`config.mk`:
```
export PLATFORM = sky130hd
export DESIGN_NAME = wake_event_aggregator
export DESIGN_NICKNAME = d
export VERILOG_FILES = /design/src/design/wake_pkg.sv /design/src/design/wake_edge_detect.sv /design/src/design/key_code_matcher.sv /design/src/design/wake_event_aggregator.sv
export SDC_FILE = /design/constraint.sdc
export NUM_CORES = 1
export LEC_CHECK = 0
export BUFFER_PORTS_ARGS = -buffer_cell sky130_fd_sc_hd__buf_2
export CORE_UTILIZATION = 35
export CTS_CLUSTER_DIAMETER = 200
export DETAILED_ROUTE_END_ITERATION = 8
export PLACE_DENSITY = 0.5
export SYNTH_ARGS = -nofsm -noshare
export SYNTH_HDL_FRONTEND = slang
export SYNTH_SLANG_ARGS = --single-unit
```
`constraint.sdc`:
```
create_clock -name core_clk_i -period 55.2 [get_ports core_clk_i]
set_input_delay 16.56 -clock core_clk_i [delete_from_list [all_inputs] [get_ports core_clk_i]]
set_output_delay 16.56 -clock core_clk_i [all_outputs]
set_load 0.005 [all_outputs]
```
`src/design/wake_pkg.sv`:
```
// shared constants and types of the wake event aggregator
// Notes on behaviour
// (RL1) enabled alarm turns supply on, sets status
// (RL2) alarm plus routing enable raises wake output
// (RL3) unrouted alarm raises smi when selected
// (RL4) alarm bypasses global wake enable
// (RL5) remembered missed alarm wakes after standby return
// (RL6) many sources can raise wake output
// (RL7) wake pin polarity and driver type selectable
// (RL8) global enable gates banked wake events
// (RL9) status sets on edge regardless of enable
// (RL10) summary is or of enabled status
// (RL11) gpio polarity picks rising or falling edge
// (RL12) either edge option sets on both edges
// (RL13) fan tachometer has status and enable
// (RL14) port sources falling edge, or both edges
// (RL15) both edges keep waking until cleared
// (RL16) port status write one clears, output drops
// (RL17) runtime registers follow programmable base address
// (RL18) banks split gpio, device, pin events
// (RL19) one scan code register, standby reset
// (RL20) key status and enable are bit five
// (RL21) frame starts with zero, data lsb first
// (RL22) odd parity then stop bit one
// (RL23) start after long high clock period
// (RL24) long high mid frame resets matcher
// (RL25) key logic off bit defaults clear
// (RL26) async sources pass two flip flops
package wake_pkg;
	localparam int CLK_PERIOD_NS = 8;
	localparam int KBD_IDLE_US = 115;
	localparam int KBD_IDLE_CYC = (KBD_IDLE_US * 1000 + CLK_PERIOD_NS - 1) / CLK_PERIOD_NS;
	localparam int NBANK = 7;
	localparam int NSRC = NBANK * 8;
	localparam int NSYNC = NSRC + 4;
	localparam int IDX_KBD_DATA = 2;
	localparam int IDX_KBD_CLK = NSRC;
	localparam int IDX_ALARM = NSRC + 1;
	localparam int IDX_PWRBTN = NSRC + 2;
	localparam int IDX_MISSED = NSRC + 3;
	localparam int PORT_BANK = 5;
	localparam logic [7:0] CFG_BASE_HI = 8'h60;
	localparam logic [7:0] CFG_BASE_LO = 8'h61;
	localparam logic [7:0] CFG_CLOCK = 8'hF0;
	localparam logic [7:0] CFG_SUPPLY = 8'hF8;
	localparam logic [6:0] RT_SUMMARY = 7'h00;
	localparam logic [6:0] RT_GLOBAL = 7'h01;
	localparam logic [6:0] RT_STS_BASE = 7'h08;
	localparam logic [6:0] RT_EN_BASE = 7'h10;
	localparam logic [6:0] RT_SMI_CTRL = 7'h17;
	localparam logic [6:0] RT_ACPI_EVENT_STATUS_REG = 7'h18;
	localparam logic [6:0] RT_PM1_EN = 7'h19;
	localparam logic [6:0] RT_EDGE_SEL = 7'h21;
	localparam logic [6:0] RT_PIN_CTRL = 7'h30;
	localparam logic [6:0] RT_POL_BASE = 7'h40;
	localparam logic [6:0] RT_EE_BASE = 7'h48;
	localparam logic [6:0] RT_SCAN = 7'h5F;
	localparam logic [6:0] RT_SCI_CTRL = 7'h60;
	localparam int SUP_PSOFF_BIT = 0;
	localparam int SUP_REMEMBER_BIT = 5;
	localparam int SUP_SEL_N_BIT = 6;
	localparam int CLK_KEY_OFF_BIT = 1;
	localparam int PIN_POL_HIGH_BIT = 1;
	localparam int PIN_PUSH_PULL_BIT = 7;
	localparam int SMI_OE_BIT = 7;
	localparam int SCI_ROUTE_ENABLE_BIT = 0;
	localparam int GLOBAL_EN_BIT = 0;
	localparam int PM1_PWRBTN_BIT = 0;
	localparam int PM1_ALARM_BIT = 2;
	localparam logic [7:0] BYTE_RST = 8'h00;
	localparam logic [7:0] BANK1_POL = 8'h0F;
	localparam logic [7:0] BANK6_POL = 8'hC0;
	localparam logic [3:0] FRAME_DATA_LAST = 4'h8;
	localparam logic [3:0] FRAME_PARITY_POS = 4'h9;
	localparam logic [3:0] FRAME_STOP_POS = 4'hA;
	typedef struct packed {
		logic        cfg;
		logic        wr;
		logic        rd;
		logic [15:0] addr;
		logic [7:0]  data;
	} io_req_s;
	typedef enum {KEY_WAIT_IDLE, KEY_ARMED, KEY_RECEIVE} key_state_e;
endpackage

```
`src/design/wake_edge_detect.sv`:
```
// two-stage synchroniser with edge detection for a vector of async inputs
module wake_edge_detect #(
	parameter int W = 1
) (
	input  wire logic         core_clk_i,
	input  wire logic         sys_rst_i,
	input  wire logic [W-1:0] raw_i,
	output logic [W-1:0]      level_o,
	output logic [W-1:0]      rise_o,
	output logic [W-1:0]      fall_o
);
	logic [W-1:0] meta_reg;
	logic [W-1:0] sync_reg;
	logic [W-1:0] last_reg;

	always_ff @(posedge core_clk_i or posedge sys_rst_i) begin
		if (sys_rst_i) begin
			meta_reg <= '0;
			sync_reg <= '0;
			last_reg <= '0;
		end else begin
			meta_reg <= raw_i; // RL26
			sync_reg <= meta_reg;
			last_reg <= sync_reg;
		end
	end

	assign level_o = sync_reg;
	assign rise_o = sync_reg & ~last_reg;
	assign fall_o = ~sync_reg & last_reg;
endmodule // wake_edge_detect

```
`src/design/key_code_matcher.sv`:
```
// frame matcher that spots one programmed keyboard scan code
module key_code_matcher import wake_pkg::*; #(
	parameter int IDLE_CYCLES = KBD_IDLE_CYC
) (
	input  wire logic       core_clk_i,
	input  wire logic       sys_rst_i,
	input  wire logic       kbd_clk_i,
	input  wire logic       kbd_fall_i,
	input  wire logic       kbd_data_i,
	input  wire logic [7:0] scan_code_i,
	input  wire logic       key_off_i,
	output logic            match_o
);
	localparam int CW = $clog2(IDLE_CYCLES + 1);
	key_state_e    state_reg, state_next;
	logic [CW-1:0] high_reg, high_next;
	logic [3:0]    bit_reg, bit_next;
	logic [7:0]    shift_reg, shift_next;
	logic          par_reg, par_next;
	logic          match_reg, match_next;
	logic          idle_met;

	assign idle_met = high_reg == CW'(IDLE_CYCLES);
	// held at zero while off so the counter draws nothing
	assign high_next = (key_off_i || !kbd_clk_i) ? CW'(0) : idle_met ? high_reg : high_reg + CW'(1);

	always_comb begin
		state_next = state_reg;
		bit_next = bit_reg;
		shift_next = shift_reg;
		par_next = par_reg;
		match_next = 1'h0;
		case (state_reg)
			KEY_WAIT_IDLE: begin
				if (idle_met)
					state_next = KEY_ARMED; // RL23
			end
			KEY_ARMED: begin
				if (kbd_fall_i) begin
					state_next = kbd_data_i ? KEY_WAIT_IDLE : KEY_RECEIVE; // RL21
					bit_next = 4'h1;
					par_next = 1'h0;
				end
			end
			KEY_RECEIVE: begin
				if (idle_met) begin
					state_next = KEY_WAIT_IDLE; // RL24
				end else if (kbd_fall_i) begin
					bit_next = bit_reg + 4'h1;
					if (bit_reg <= FRAME_DATA_LAST)
						shift_next = {kbd_data_i, shift_reg[7:1]}; // RL21
					if (bit_reg <= FRAME_PARITY_POS)
						par_next = par_reg ^ kbd_data_i;
					if (bit_reg == FRAME_STOP_POS) begin
						state_next = KEY_WAIT_IDLE;
						match_next = kbd_data_i && par_reg && shift_reg == scan_code_i; // RL22
					end
				end
			end
			default: state_next = KEY_WAIT_IDLE;
		endcase
		if (key_off_i) begin
			state_next = KEY_WAIT_IDLE; // RL25
			match_next = 1'h0;
		end
	end

	always_ff @(posedge core_clk_i or posedge sys_rst_i) begin
		if (sys_rst_i) begin
			state_reg <= KEY_WAIT_IDLE;
			high_reg <= CW'(0);
			bit_reg <= 4'h0;
			shift_reg <= 8'h00;
			par_reg <= 1'h0;
			match_reg <= 1'h0;
		end else begin
			state_reg <= state_next;
			high_reg <= high_next;
			bit_reg <= bit_next;
			shift_reg <= shift_next;
			par_reg <= par_next;
			match_reg <= match_next;
		end
	end

	assign match_o = match_reg;
endmodule // key_code_matcher

```
`src/design/wake_event_aggregator.sv`:
```
// wake event aggregator: banked wake status, alarm routing and wake pin drive
module wake_event_aggregator import wake_pkg::*; #(
	parameter int KBD_IDLE_CYCLES = KBD_IDLE_CYC
) (
	input  wire logic        core_clk_i,
	input  wire logic        sys_rst_i,
	input  wire io_req_s     io_req_i,
	output logic [7:0]       io_rdata_o,
	input  wire logic        ring_indicator_one_n_i,
	input  wire logic        ring_indicator_two_n_i,
	input  wire logic        kbd_clk_i,
	input  wire logic        kbd_data_i,
	input  wire logic        mouse_data_i,
	input  wire logic        fan_tach_i,
	input  wire logic        watchdog_i,
	input  wire logic [39:0] gpio_i,
	input  wire logic [5:0]  dev_irq_i,
	input  wire logic        kbc_port_bit_a_i,
	input  wire logic        kbc_port_bit_b_i,
	input  wire logic        rtc_alarm_i,
	input  wire logic        power_button_n_i,
	input  wire logic        alarm_missed_i,
	output logic             supply_on_n_o,
	output logic             wake_event_out_n_o,
	output logic             wake_event_oe_o,
	output logic             smi_event_o
);
	logic [NSYNC-1:0] raw, lvl, rise, fall;
	logic             key_match;
	logic [NSRC-1:0]  pol_eff, ee_eff, pol_rd, ee_rd, det, clr;
	logic [NSRC-1:0]  sts_reg, sts_next, en_reg, en_next;
	logic [7:0]       base_hi_reg, base_lo_reg, clock_reg, supply_reg;
	logic [7:0]       global_reg, smi_ctrl_reg, acpi_event_status_reg_reg, pm1_en_reg;
	logic [7:0]       edge_sel_reg, pin_ctrl_reg, scan_reg, sci_ctrl_reg;
	logic [7:0]       pm1_set, pm1_clr, acpi_event_status_reg_next, rd_mux, rdata_reg;
	logic             supply_on_n_reg, supply_on_n_next;
	logic             wake_act_reg, wake_next, smi_reg, smi_next;
	logic             pin_out_reg, pin_oe_reg, pin_level;

	// source bit n sits in bank n/8, bit n%8
	assign raw = {alarm_missed_i, power_button_n_i, rtc_alarm_i, kbd_clk_i,
		gpio_i[39:32], kbc_port_bit_b_i, kbc_port_bit_a_i, dev_irq_i, gpio_i[31:0],
		1'h0, watchdog_i, key_match, fan_tach_i, mouse_data_i, kbd_data_i,
		ring_indicator_two_n_i, ring_indicator_one_n_i}; // RL6 RL13 RL18

	wake_edge_detect #(
		.W(NSYNC)
	) u_sync (
		.core_clk_i(core_clk_i),
		.sys_rst_i (sys_rst_i),
		.raw_i     (raw),
		.level_o   (lvl),
		.rise_o    (rise),
		.fall_o    (fall)
	);

	key_code_matcher #(
		.IDLE_CYCLES(KBD_IDLE_CYCLES)
	) u_key (
		.core_clk_i (core_clk_i),
		.sys_rst_i  (sys_rst_i),
		.kbd_clk_i  (lvl[IDX_KBD_CLK]),
		.kbd_fall_i (fall[IDX_KBD_CLK]),
		.kbd_data_i (lvl[IDX_KBD_DATA]),
		.scan_code_i(scan_reg), // RL19
		.key_off_i  (clock_reg[CLK_KEY_OFF_BIT]),
		.match_o    (key_match)
	);

	// address decode; the runtime block is assumed 128-byte aligned
	logic [15:0] base;
	logic [6:0]  off;
	logic [2:0]  bank;
	logic        rt_hit, rt_wr, rt_rd, cfg_wr, cfg_rd, bank_ok;
	logic        sts_wr, en_wr, pol_wr, ee_wr;
	assign base = {base_hi_reg, base_lo_reg};
	assign off = io_req_i.addr[6:0];
	assign bank = off[2:0];
	assign bank_ok = bank != 3'h7;
	assign rt_hit = !io_req_i.cfg && io_req_i.addr[15:7] == base[15:7]; // RL17
	assign rt_wr = rt_hit && io_req_i.wr;
	assign rt_rd = rt_hit && io_req_i.rd;
	assign cfg_wr = io_req_i.cfg && io_req_i.wr;
	assign cfg_rd = io_req_i.cfg && io_req_i.rd;
	assign sts_wr = rt_wr && bank_ok && off[6:3] == RT_STS_BASE[6:3];
	assign en_wr = rt_wr && bank_ok && off[6:3] == RT_EN_BASE[6:3];
	assign pol_wr = rt_wr && bank_ok && off[6:3] == RT_POL_BASE[6:3];
	assign ee_wr = rt_wr && bank_ok && off[6:3] == RT_EE_BASE[6:3];

	for (genvar b = 0; b < NBANK; b++) begin : g_bank
		logic hit;
		assign hit = bank == 3'(b);
		assign clr[b*8 +: 8] = (sts_wr && hit) ? io_req_i.data : 8'h00; // RL10 RL16
		assign en_next[b*8 +: 8] = (en_wr && hit) ? io_req_i.data : en_reg[b*8 +: 8];
		if (b == 0) begin : g_pins
			// ring, keyboard and mouse lines are active low
			assign pol_eff[7:0] = BANK1_POL;
			assign ee_eff[7:0] = 8'h00;
			assign pol_rd[7:0] = 8'h00;
			assign ee_rd[7:0] = 8'h00;
		end else if (b == PORT_BANK) begin : g_ports
			assign pol_eff[b*8 +: 8] = BANK6_POL; // RL14
			assign ee_eff[b*8 +: 8] = {edge_sel_reg[1:0], 6'h00}; // RL14
			assign pol_rd[b*8 +: 8] = 8'h00;
			assign ee_rd[b*8 +: 8] = 8'h00;
		end else begin : g_gpio
			logic [7:0] pol_reg, ee_reg;
			always_ff @(posedge core_clk_i or posedge sys_rst_i) begin
				if (sys_rst_i) begin
					pol_reg <= BYTE_RST;
					ee_reg <= BYTE_RST;
				end else begin
					if (pol_wr && hit)
						pol_reg <= io_req_i.data;
					if (ee_wr && hit)
						ee_reg <= io_req_i.data;
				end
			end
			assign pol_eff[b*8 +: 8] = pol_reg; // RL11
			assign ee_eff[b*8 +: 8] = ee_reg; // RL12
			assign pol_rd[b*8 +: 8] = pol_reg;
			assign ee_rd[b*8 +: 8] = ee_reg;
		end
	end

	// edge choice per source, then sticky status where a new edge beats a clear
	assign det = (ee_eff & (rise[NSRC-1:0] | fall[NSRC-1:0]))
		| (~ee_eff & ((pol_eff & fall[NSRC-1:0]) | (~pol_eff & rise[NSRC-1:0]))); // RL11 RL12 RL14
	assign sts_next = (sts_reg & ~clr) | det; // RL9 RL15

	logic summary;
	assign summary = |(sts_reg & en_reg); // RL10 RL20

	// acpi events: the alarm lives only here, never in the banks
	logic alarm_evt, pwrbtn_evt, pm1_fire, sci_on;
	assign alarm_evt = rise[IDX_ALARM] | (rise[IDX_MISSED] & supply_reg[SUP_REMEMBER_BIT]); // RL5
	assign pwrbtn_evt = fall[IDX_PWRBTN];
	assign pm1_set = (8'(alarm_evt) << PM1_ALARM_BIT) | (8'(pwrbtn_evt) << PM1_PWRBTN_BIT); // RL1
	assign pm1_clr = (rt_wr && off == RT_ACPI_EVENT_STATUS_REG) ? io_req_i.data : 8'h00;
	assign acpi_event_status_reg_next = (acpi_event_status_reg_reg & ~pm1_clr) | pm1_set;
	assign pm1_fire = |(acpi_event_status_reg_reg & pm1_en_reg); // RL4
	assign sci_on = sci_ctrl_reg[SCI_ROUTE_ENABLE_BIT];

	// power button wakes regardless of its enable; soft-off loses to a pending wake
	assign supply_on_n_next = (pm1_fire || acpi_event_status_reg_reg[PM1_PWRBTN_BIT]) ? 1'h0
		: (cfg_wr && io_req_i.addr[7:0] == CFG_SUPPLY && io_req_i.data[SUP_PSOFF_BIT]) ? 1'h1
		: supply_on_n_reg; // RL1
	assign wake_next = (global_reg[GLOBAL_EN_BIT] && summary) || (sci_on && pm1_fire); // RL2 RL4 RL8
	assign smi_next = !sci_on && !supply_reg[SUP_SEL_N_BIT] && smi_ctrl_reg[SMI_OE_BIT] && pm1_fire; // RL3

	// open drain only pulls low; push-pull drives both levels
	assign pin_level = pin_ctrl_reg[PIN_POL_HIGH_BIT] ? wake_next : !wake_next; // RL7

	always_ff @(posedge core_clk_i or posedge sys_rst_i) begin
		if (sys_rst_i) begin
			sts_reg <= '0;
			en_reg <= '0;
			acpi_event_status_reg_reg <= BYTE_RST;
			supply_on_n_reg <= 1'h1;
			wake_act_reg <= 1'h0;
			smi_reg <= 1'h0;
			pin_out_reg <= 1'h0;
			pin_oe_reg <= 1'h0;
		end else begin
			sts_reg <= sts_next;
			en_reg <= en_next;
			acpi_event_status_reg_reg <= acpi_event_status_reg_next;
			supply_on_n_reg <= supply_on_n_next;
			wake_act_reg <= wake_next;
			smi_reg <= smi_next;
			pin_out_reg <= pin_ctrl_reg[PIN_PUSH_PULL_BIT] && pin_level; // RL7
			pin_oe_reg <= pin_ctrl_reg[PIN_PUSH_PULL_BIT] || !pin_level; // RL7
		end
	end

	// configuration space registers
	always_ff @(posedge core_clk_i or posedge sys_rst_i) begin
		if (sys_rst_i) begin
			base_hi_reg <= BYTE_RST;
			base_lo_reg <= BYTE_RST;
			clock_reg <= BYTE_RST; // RL25
			supply_reg <= BYTE_RST;
		end else if (cfg_wr) begin
			if (io_req_i.addr[7:0] == CFG_BASE_HI)
				base_hi_reg <= io_req_i.data;
			else if (io_req_i.addr[7:0] == CFG_BASE_LO)
				base_lo_reg <= io_req_i.data;
			else if (io_req_i.addr[7:0] == CFG_CLOCK)
				clock_reg <= io_req_i.data;
			else if (io_req_i.addr[7:0] == CFG_SUPPLY)
				supply_reg <= io_req_i.data & ~(8'h01 << SUP_PSOFF_BIT);
		end
	end

	// runtime block control registers
	always_ff @(posedge core_clk_i or posedge sys_rst_i) begin
		if (sys_rst_i) begin
			global_reg <= BYTE_RST;
			smi_ctrl_reg <= BYTE_RST;
			pm1_en_reg <= BYTE_RST;
			edge_sel_reg <= BYTE_RST;
			pin_ctrl_reg <= BYTE_RST;
			scan_reg <= BYTE_RST;
			sci_ctrl_reg <= BYTE_RST;
		end else if (rt_wr) begin
			if (off == RT_GLOBAL)
				global_reg <= io_req_i.data;
			else if (off == RT_SMI_CTRL)
				smi_ctrl_reg <= io_req_i.data;
			else if (off == RT_PM1_EN)
				pm1_en_reg <= io_req_i.data;
			else if (off == RT_EDGE_SEL)
				edge_sel_reg <= io_req_i.data;
			else if (off == RT_PIN_CTRL)
				pin_ctrl_reg <= io_req_i.data;
			else if (off == RT_SCAN)
				scan_reg <= io_req_i.data;
			else if (off == RT_SCI_CTRL)
				sci_ctrl_reg <= io_req_i.data;
		end
	end

	always_comb begin
		rd_mux = 8'h00;
		if (cfg_rd) begin
			if (io_req_i.addr[7:0] == CFG_BASE_HI)
				rd_mux = base_hi_reg;
			else if (io_req_i.addr[7:0] == CFG_BASE_LO)
				rd_mux = base_lo_reg;
			else if (io_req_i.addr[7:0] == CFG_CLOCK)
				rd_mux = clock_reg;
			else if (io_req_i.addr[7:0] == CFG_SUPPLY)
				rd_mux = supply_reg;
		end else if (rt_rd) begin
			if (off == RT_SUMMARY)
				rd_mux = {7'h00, summary};
			else if (off == RT_GLOBAL)
				rd_mux = global_reg;
			else if (bank_ok && off[6:3] == RT_STS_BASE[6:3])
				rd_mux = sts_reg[bank*8 +: 8];
			else if (bank_ok && off[6:3] == RT_EN_BASE[6:3])
				rd_mux = en_reg[bank*8 +: 8];
			else if (bank_ok && off[6:3] == RT_POL_BASE[6:3])
				rd_mux = pol_rd[bank*8 +: 8];
			else if (bank_ok && off[6:3] == RT_EE_BASE[6:3])
				rd_mux = ee_rd[bank*8 +: 8];
			else if (off == RT_SMI_CTRL)
				rd_mux = smi_ctrl_reg;
			else if (off == RT_ACPI_EVENT_STATUS_REG)
				rd_mux = acpi_event_status_reg_reg;
			else if (off == RT_PM1_EN)
				rd_mux = pm1_en_reg;
			else if (off == RT_EDGE_SEL)
				rd_mux = edge_sel_reg;
			else if (off == RT_PIN_CTRL)
				rd_mux = pin_ctrl_reg;
			else if (off == RT_SCAN)
				rd_mux = scan_reg;
			else if (off == RT_SCI_CTRL)
				rd_mux = sci_ctrl_reg;
		end
	end

	always_ff @(posedge core_clk_i or posedge sys_rst_i) begin
		if (sys_rst_i)
			rdata_reg <= 8'h00;
		else if (cfg_rd || rt_rd)
			rdata_reg <= rd_mux;
	end

	assign io_rdata_o = rdata_reg;
	assign supply_on_n_o = supply_on_n_reg;
	assign wake_event_out_n_o = pin_out_reg;
	assign wake_event_oe_o = pin_oe_reg;
	assign smi_event_o = smi_reg;

	logic alarm_on;
	assign alarm_on = acpi_event_status_reg_reg[PM1_ALARM_BIT] && pm1_en_reg[PM1_ALARM_BIT];
endmodule // wake_event_aggregator

```
==> run metrics <==
final count of hold timing violations=0; met3 global-route usage=3.222%; Synth Area per Inst=between 10 and 15 sq um; startpoint types=input port; relative slew slack=between 10% and 20%; Logic pwr share=just under 5%; Clk pwr share=a little under half; WL/cell=23.59 microns; count of different cell masters after synthesis=78; post-route insts no fill=around 2800; Syn Nets=about 2000; VDD IR-drop max=roughly 26 uV; GRT busiest layer=met2; Syn. warnings=0; vias per inst=about 5.4; initial drt markers=roughly 1200; CP Capture Point=io_rdata_o[6]; clock sinks=approximately 510; fin crit share=35.12%; Netlist Area Pre-Place=roughly 23000 sq um; pin count of the biggest net entering global routing=111; WP data required=between 50 and 60 ns; Worst R2R Start=base_hi_reg[7]; Sw Pwr=0.0001875 W; full die area=approximately 67000 sq um; Period minus WS final=between 15 and 20 ns; Worst Hold Path Cells=0; post-synthesis cell count=approximately 1900; vias in the first global route=approximately 16000; Power Internal=roughly 0.00062 W; final setup margin=35.82 ns; Arrival @ worst endpoint=around 20 ns; GRT Residual Overflow=0; Seq pwr share=between 40 and 50%; Post-CTS Hold Fix Bufs=0; clk_lat worst skew=0.62 ns; H-Tree Depth=2; first-pass GRT wire length=around 100000 microns; Sw Share=23.18%; synth-to-layout area growth=14.15%; Least-Margin Pin Slew=approximately 1.2 ns; LEAKAGE=12.30 nW; cells on worst reg2reg path=6; final slew viol count=0; Routed Antenna Nets=0; M1 GR Usage=between 20 and 30%; Post-Place Setup Slack=~35 ns; Post-CTS Setup Bufs=0; # IOs=99; total core area=around 65000 sq um; Post-synth EDFFs=0; Crit Path Class=input port to register; HPWL Detailed=around 46000 microns; drc violations=0; max capacitance violation total=0; initial antenna violation count=0; final WL=67060 microns; Sum Neg Setup Slack=0 ns; final net count=about 2100; dominant synthesized flop cell=dfrtp_1; cts bufs inserted=between 50 and 60; CTS tree=done; clk buf depth=3; Tot GR Track Use=about a fifth; Clock Skew=around 0.017 ns; vias after detailed routing=approximately 15000; Reg-to-Reg End=g_bank[3].g_gpio.ee_reg[6]; P per Cell Area=about 30 nW/um^2; num rows=93; Setup crit end kind=register; post-synthesis sequential area ratio=54.81%; M2 GR Usage=about a third; clk root buf=clkbuf_16; PostCTS Resize Cnt=0; r2r setup slk=a little over 50 ns; Die Wd=between 200 and 300 microns; layout cells sized above 1=26.02%; Hold Crit Class=register to register; RSZ-0062 raised after global routing=no; Yosys reg bits=506; Setup crit start=io_req_i[8]; Max Freq=between 0.05 and 0.06 GHz; GP Congestion=between 0.9 and 1; final setup violation count=0; Initial Util=35.64%; DRT Pass-1 Iters=6; Async SR Flop Fraction=between 90% and 100%; Inst Count DP=between 2000 and 3000; clock-pin slew on the worst setup and hold paths=approximately 0.06 ns; die height=approximately 260 microns; Crit Path Max Fanout=38; PortBufs=98; status=completed
==> cell families after synthesis <==
group	synth area share [%]
AND/OR/NAND/NOR	9.657
XOR/XNOR	0.9478
flip-flops	54.81
AO/OA/AOI/OAI	11.24
buffers and inverters	3.553
multiplexers	14.97
adder cells (fa/ha/maj)	4.820
==> how the worst min path moves through the flow <==
stage	slack, ns	start	to
after global routing	0.35	u_sync.meta_reg[20]	u_sync.level_o[20]
final	0.34	u_sync.meta_reg[20]	u_sync.level_o[20]
after global placement	0.33	u_sync.meta_reg[40]	u_sync.level_o[40]
after floorplan	0.33	u_sync.meta_reg[0]	u_sync.level_o[0]
after CTS	0.35	u_sync.meta_reg[1]	u_sync.level_o[1]
after detailed placement	0.33	u_sync.meta_reg[1]	u_sync.level_o[1]
==> placed cells by master (no fill, tap or decap), types with 26 or more instances in the layout <==
master     netlist  final
clkbuf_16        0     58
dfrtp_1        505    505
nand2_1        112    112
a22o_1          26     26
nor2b_1         55     55
nor2_1          38     38
o21ai_0         31     31
a21o_1          45     45
inv_1          124    123
a21oi_1         70     70
ha_1            89     89
a22oi_1         56     56
mux2i_1         35     35
a211oi_1        47     47
buf_2           14     97
mux2_2         243    243
==> critical path, cell delays in order <==
cell      delay (ns)
buf_4           0.44
buf_4           0.58
or3b_2          0.75
or4_4           0.60
o221ai_1        0.20
nor3_1          0.08
o311ai_0        0.41
o211ai_1        0.12
==> metal layers <==
layer | share of wire [%] | routed length (microns)
met4 | 2.9 | 1912
met3 | 5.1 | 3396
met5 | 0 | 0
met2 | 46 | 31170
met1 | 46 | 30590
==> power groups by stage <==
stage / clock [W] / combinational, W / sequential [W]
6_report: 0.000387 / 0.0000394 / 0.000382
5_1_grt: 0.000414 / 0.0000442 / 0.000383
4_1_cts: 0.000399 / 0.0000402 / 0.000383
3_5_place_dp: 0 / 0.0000399 / 0.000389
3_3_place_gp: 0 / 0.0000395 / 0.000389
2_1_floorplan: 0 / 0.0000256 / 0.000388
==> Yosys cell counts (5+ instances only) <==
cell      number  area, sq um
a22o_1        26        227.7
nor2b_1       55        344.1
and2_1         6        37.54
and3_1        11        68.82
a21o_1        45        337.8
o221ai_1      20        175.2
nor2_4         5        56.30
clkbuf_1      55        206.5
xor2_1        15        131.4
a21oi_1       70        350.3
mux2i_1       35        350.3
nor3_1         9        45.04
nand2b_1      10        62.56
buf_2         14        70.07
mux2_2       243         2736
buf_1          6        22.52
nor4_4         5        106.4
nand2_1      112        420.4
nor3_4        12        195.2
o21ai_0       31        155.2
a211oi_1      47        352.8
inv_1        124        465.5
nand3_1       22        110.1
dfrtp_1      505        12640
nor2_1        38        142.6
a221oi_1      15        131.4
mux4_2        16        360.4
a22oi_1       56        420.4
ha_1          89         1114
nand4_1       24        150.1
nand2_2        7        43.79
or3_1          7        43.79
a21boi_0       6        45.04
xnor2_1       10        87.58
o211ai_1       8        60.06
a31oi_1        5        31.28
o22ai_1        8        50.05
==> layout make-up <==
cell class / count / area [sq um]
clock inverters: 17 / 244.0
diodes: 1 / 2.502
clock buffers: 85 / 1673
multi-input cells: 1139 / 9618
inverters: 124 / 473.0
flip-flops and latches: 506 / 12660
repair buffers: 116 / 628.1
fillers: 6106 / 38440
well taps: 855 / 1070
==> through the flow <==
step                power [W]  hold slack, ns  cell area, sq um  util, %
CTS                 0.0008215          0.3477             26370    40.68
finish              0.0008091          0.3420             26370    40.69
floorplan           0.0004137          0.3312             23100        -
global route        0.0008414          0.3477             26370    40.68
global placement    0.0004284          0.3336             24450    37.73
detailed placement  0.0004292          0.3347             24450    37.73
Power figures use the tool's default switching activity.
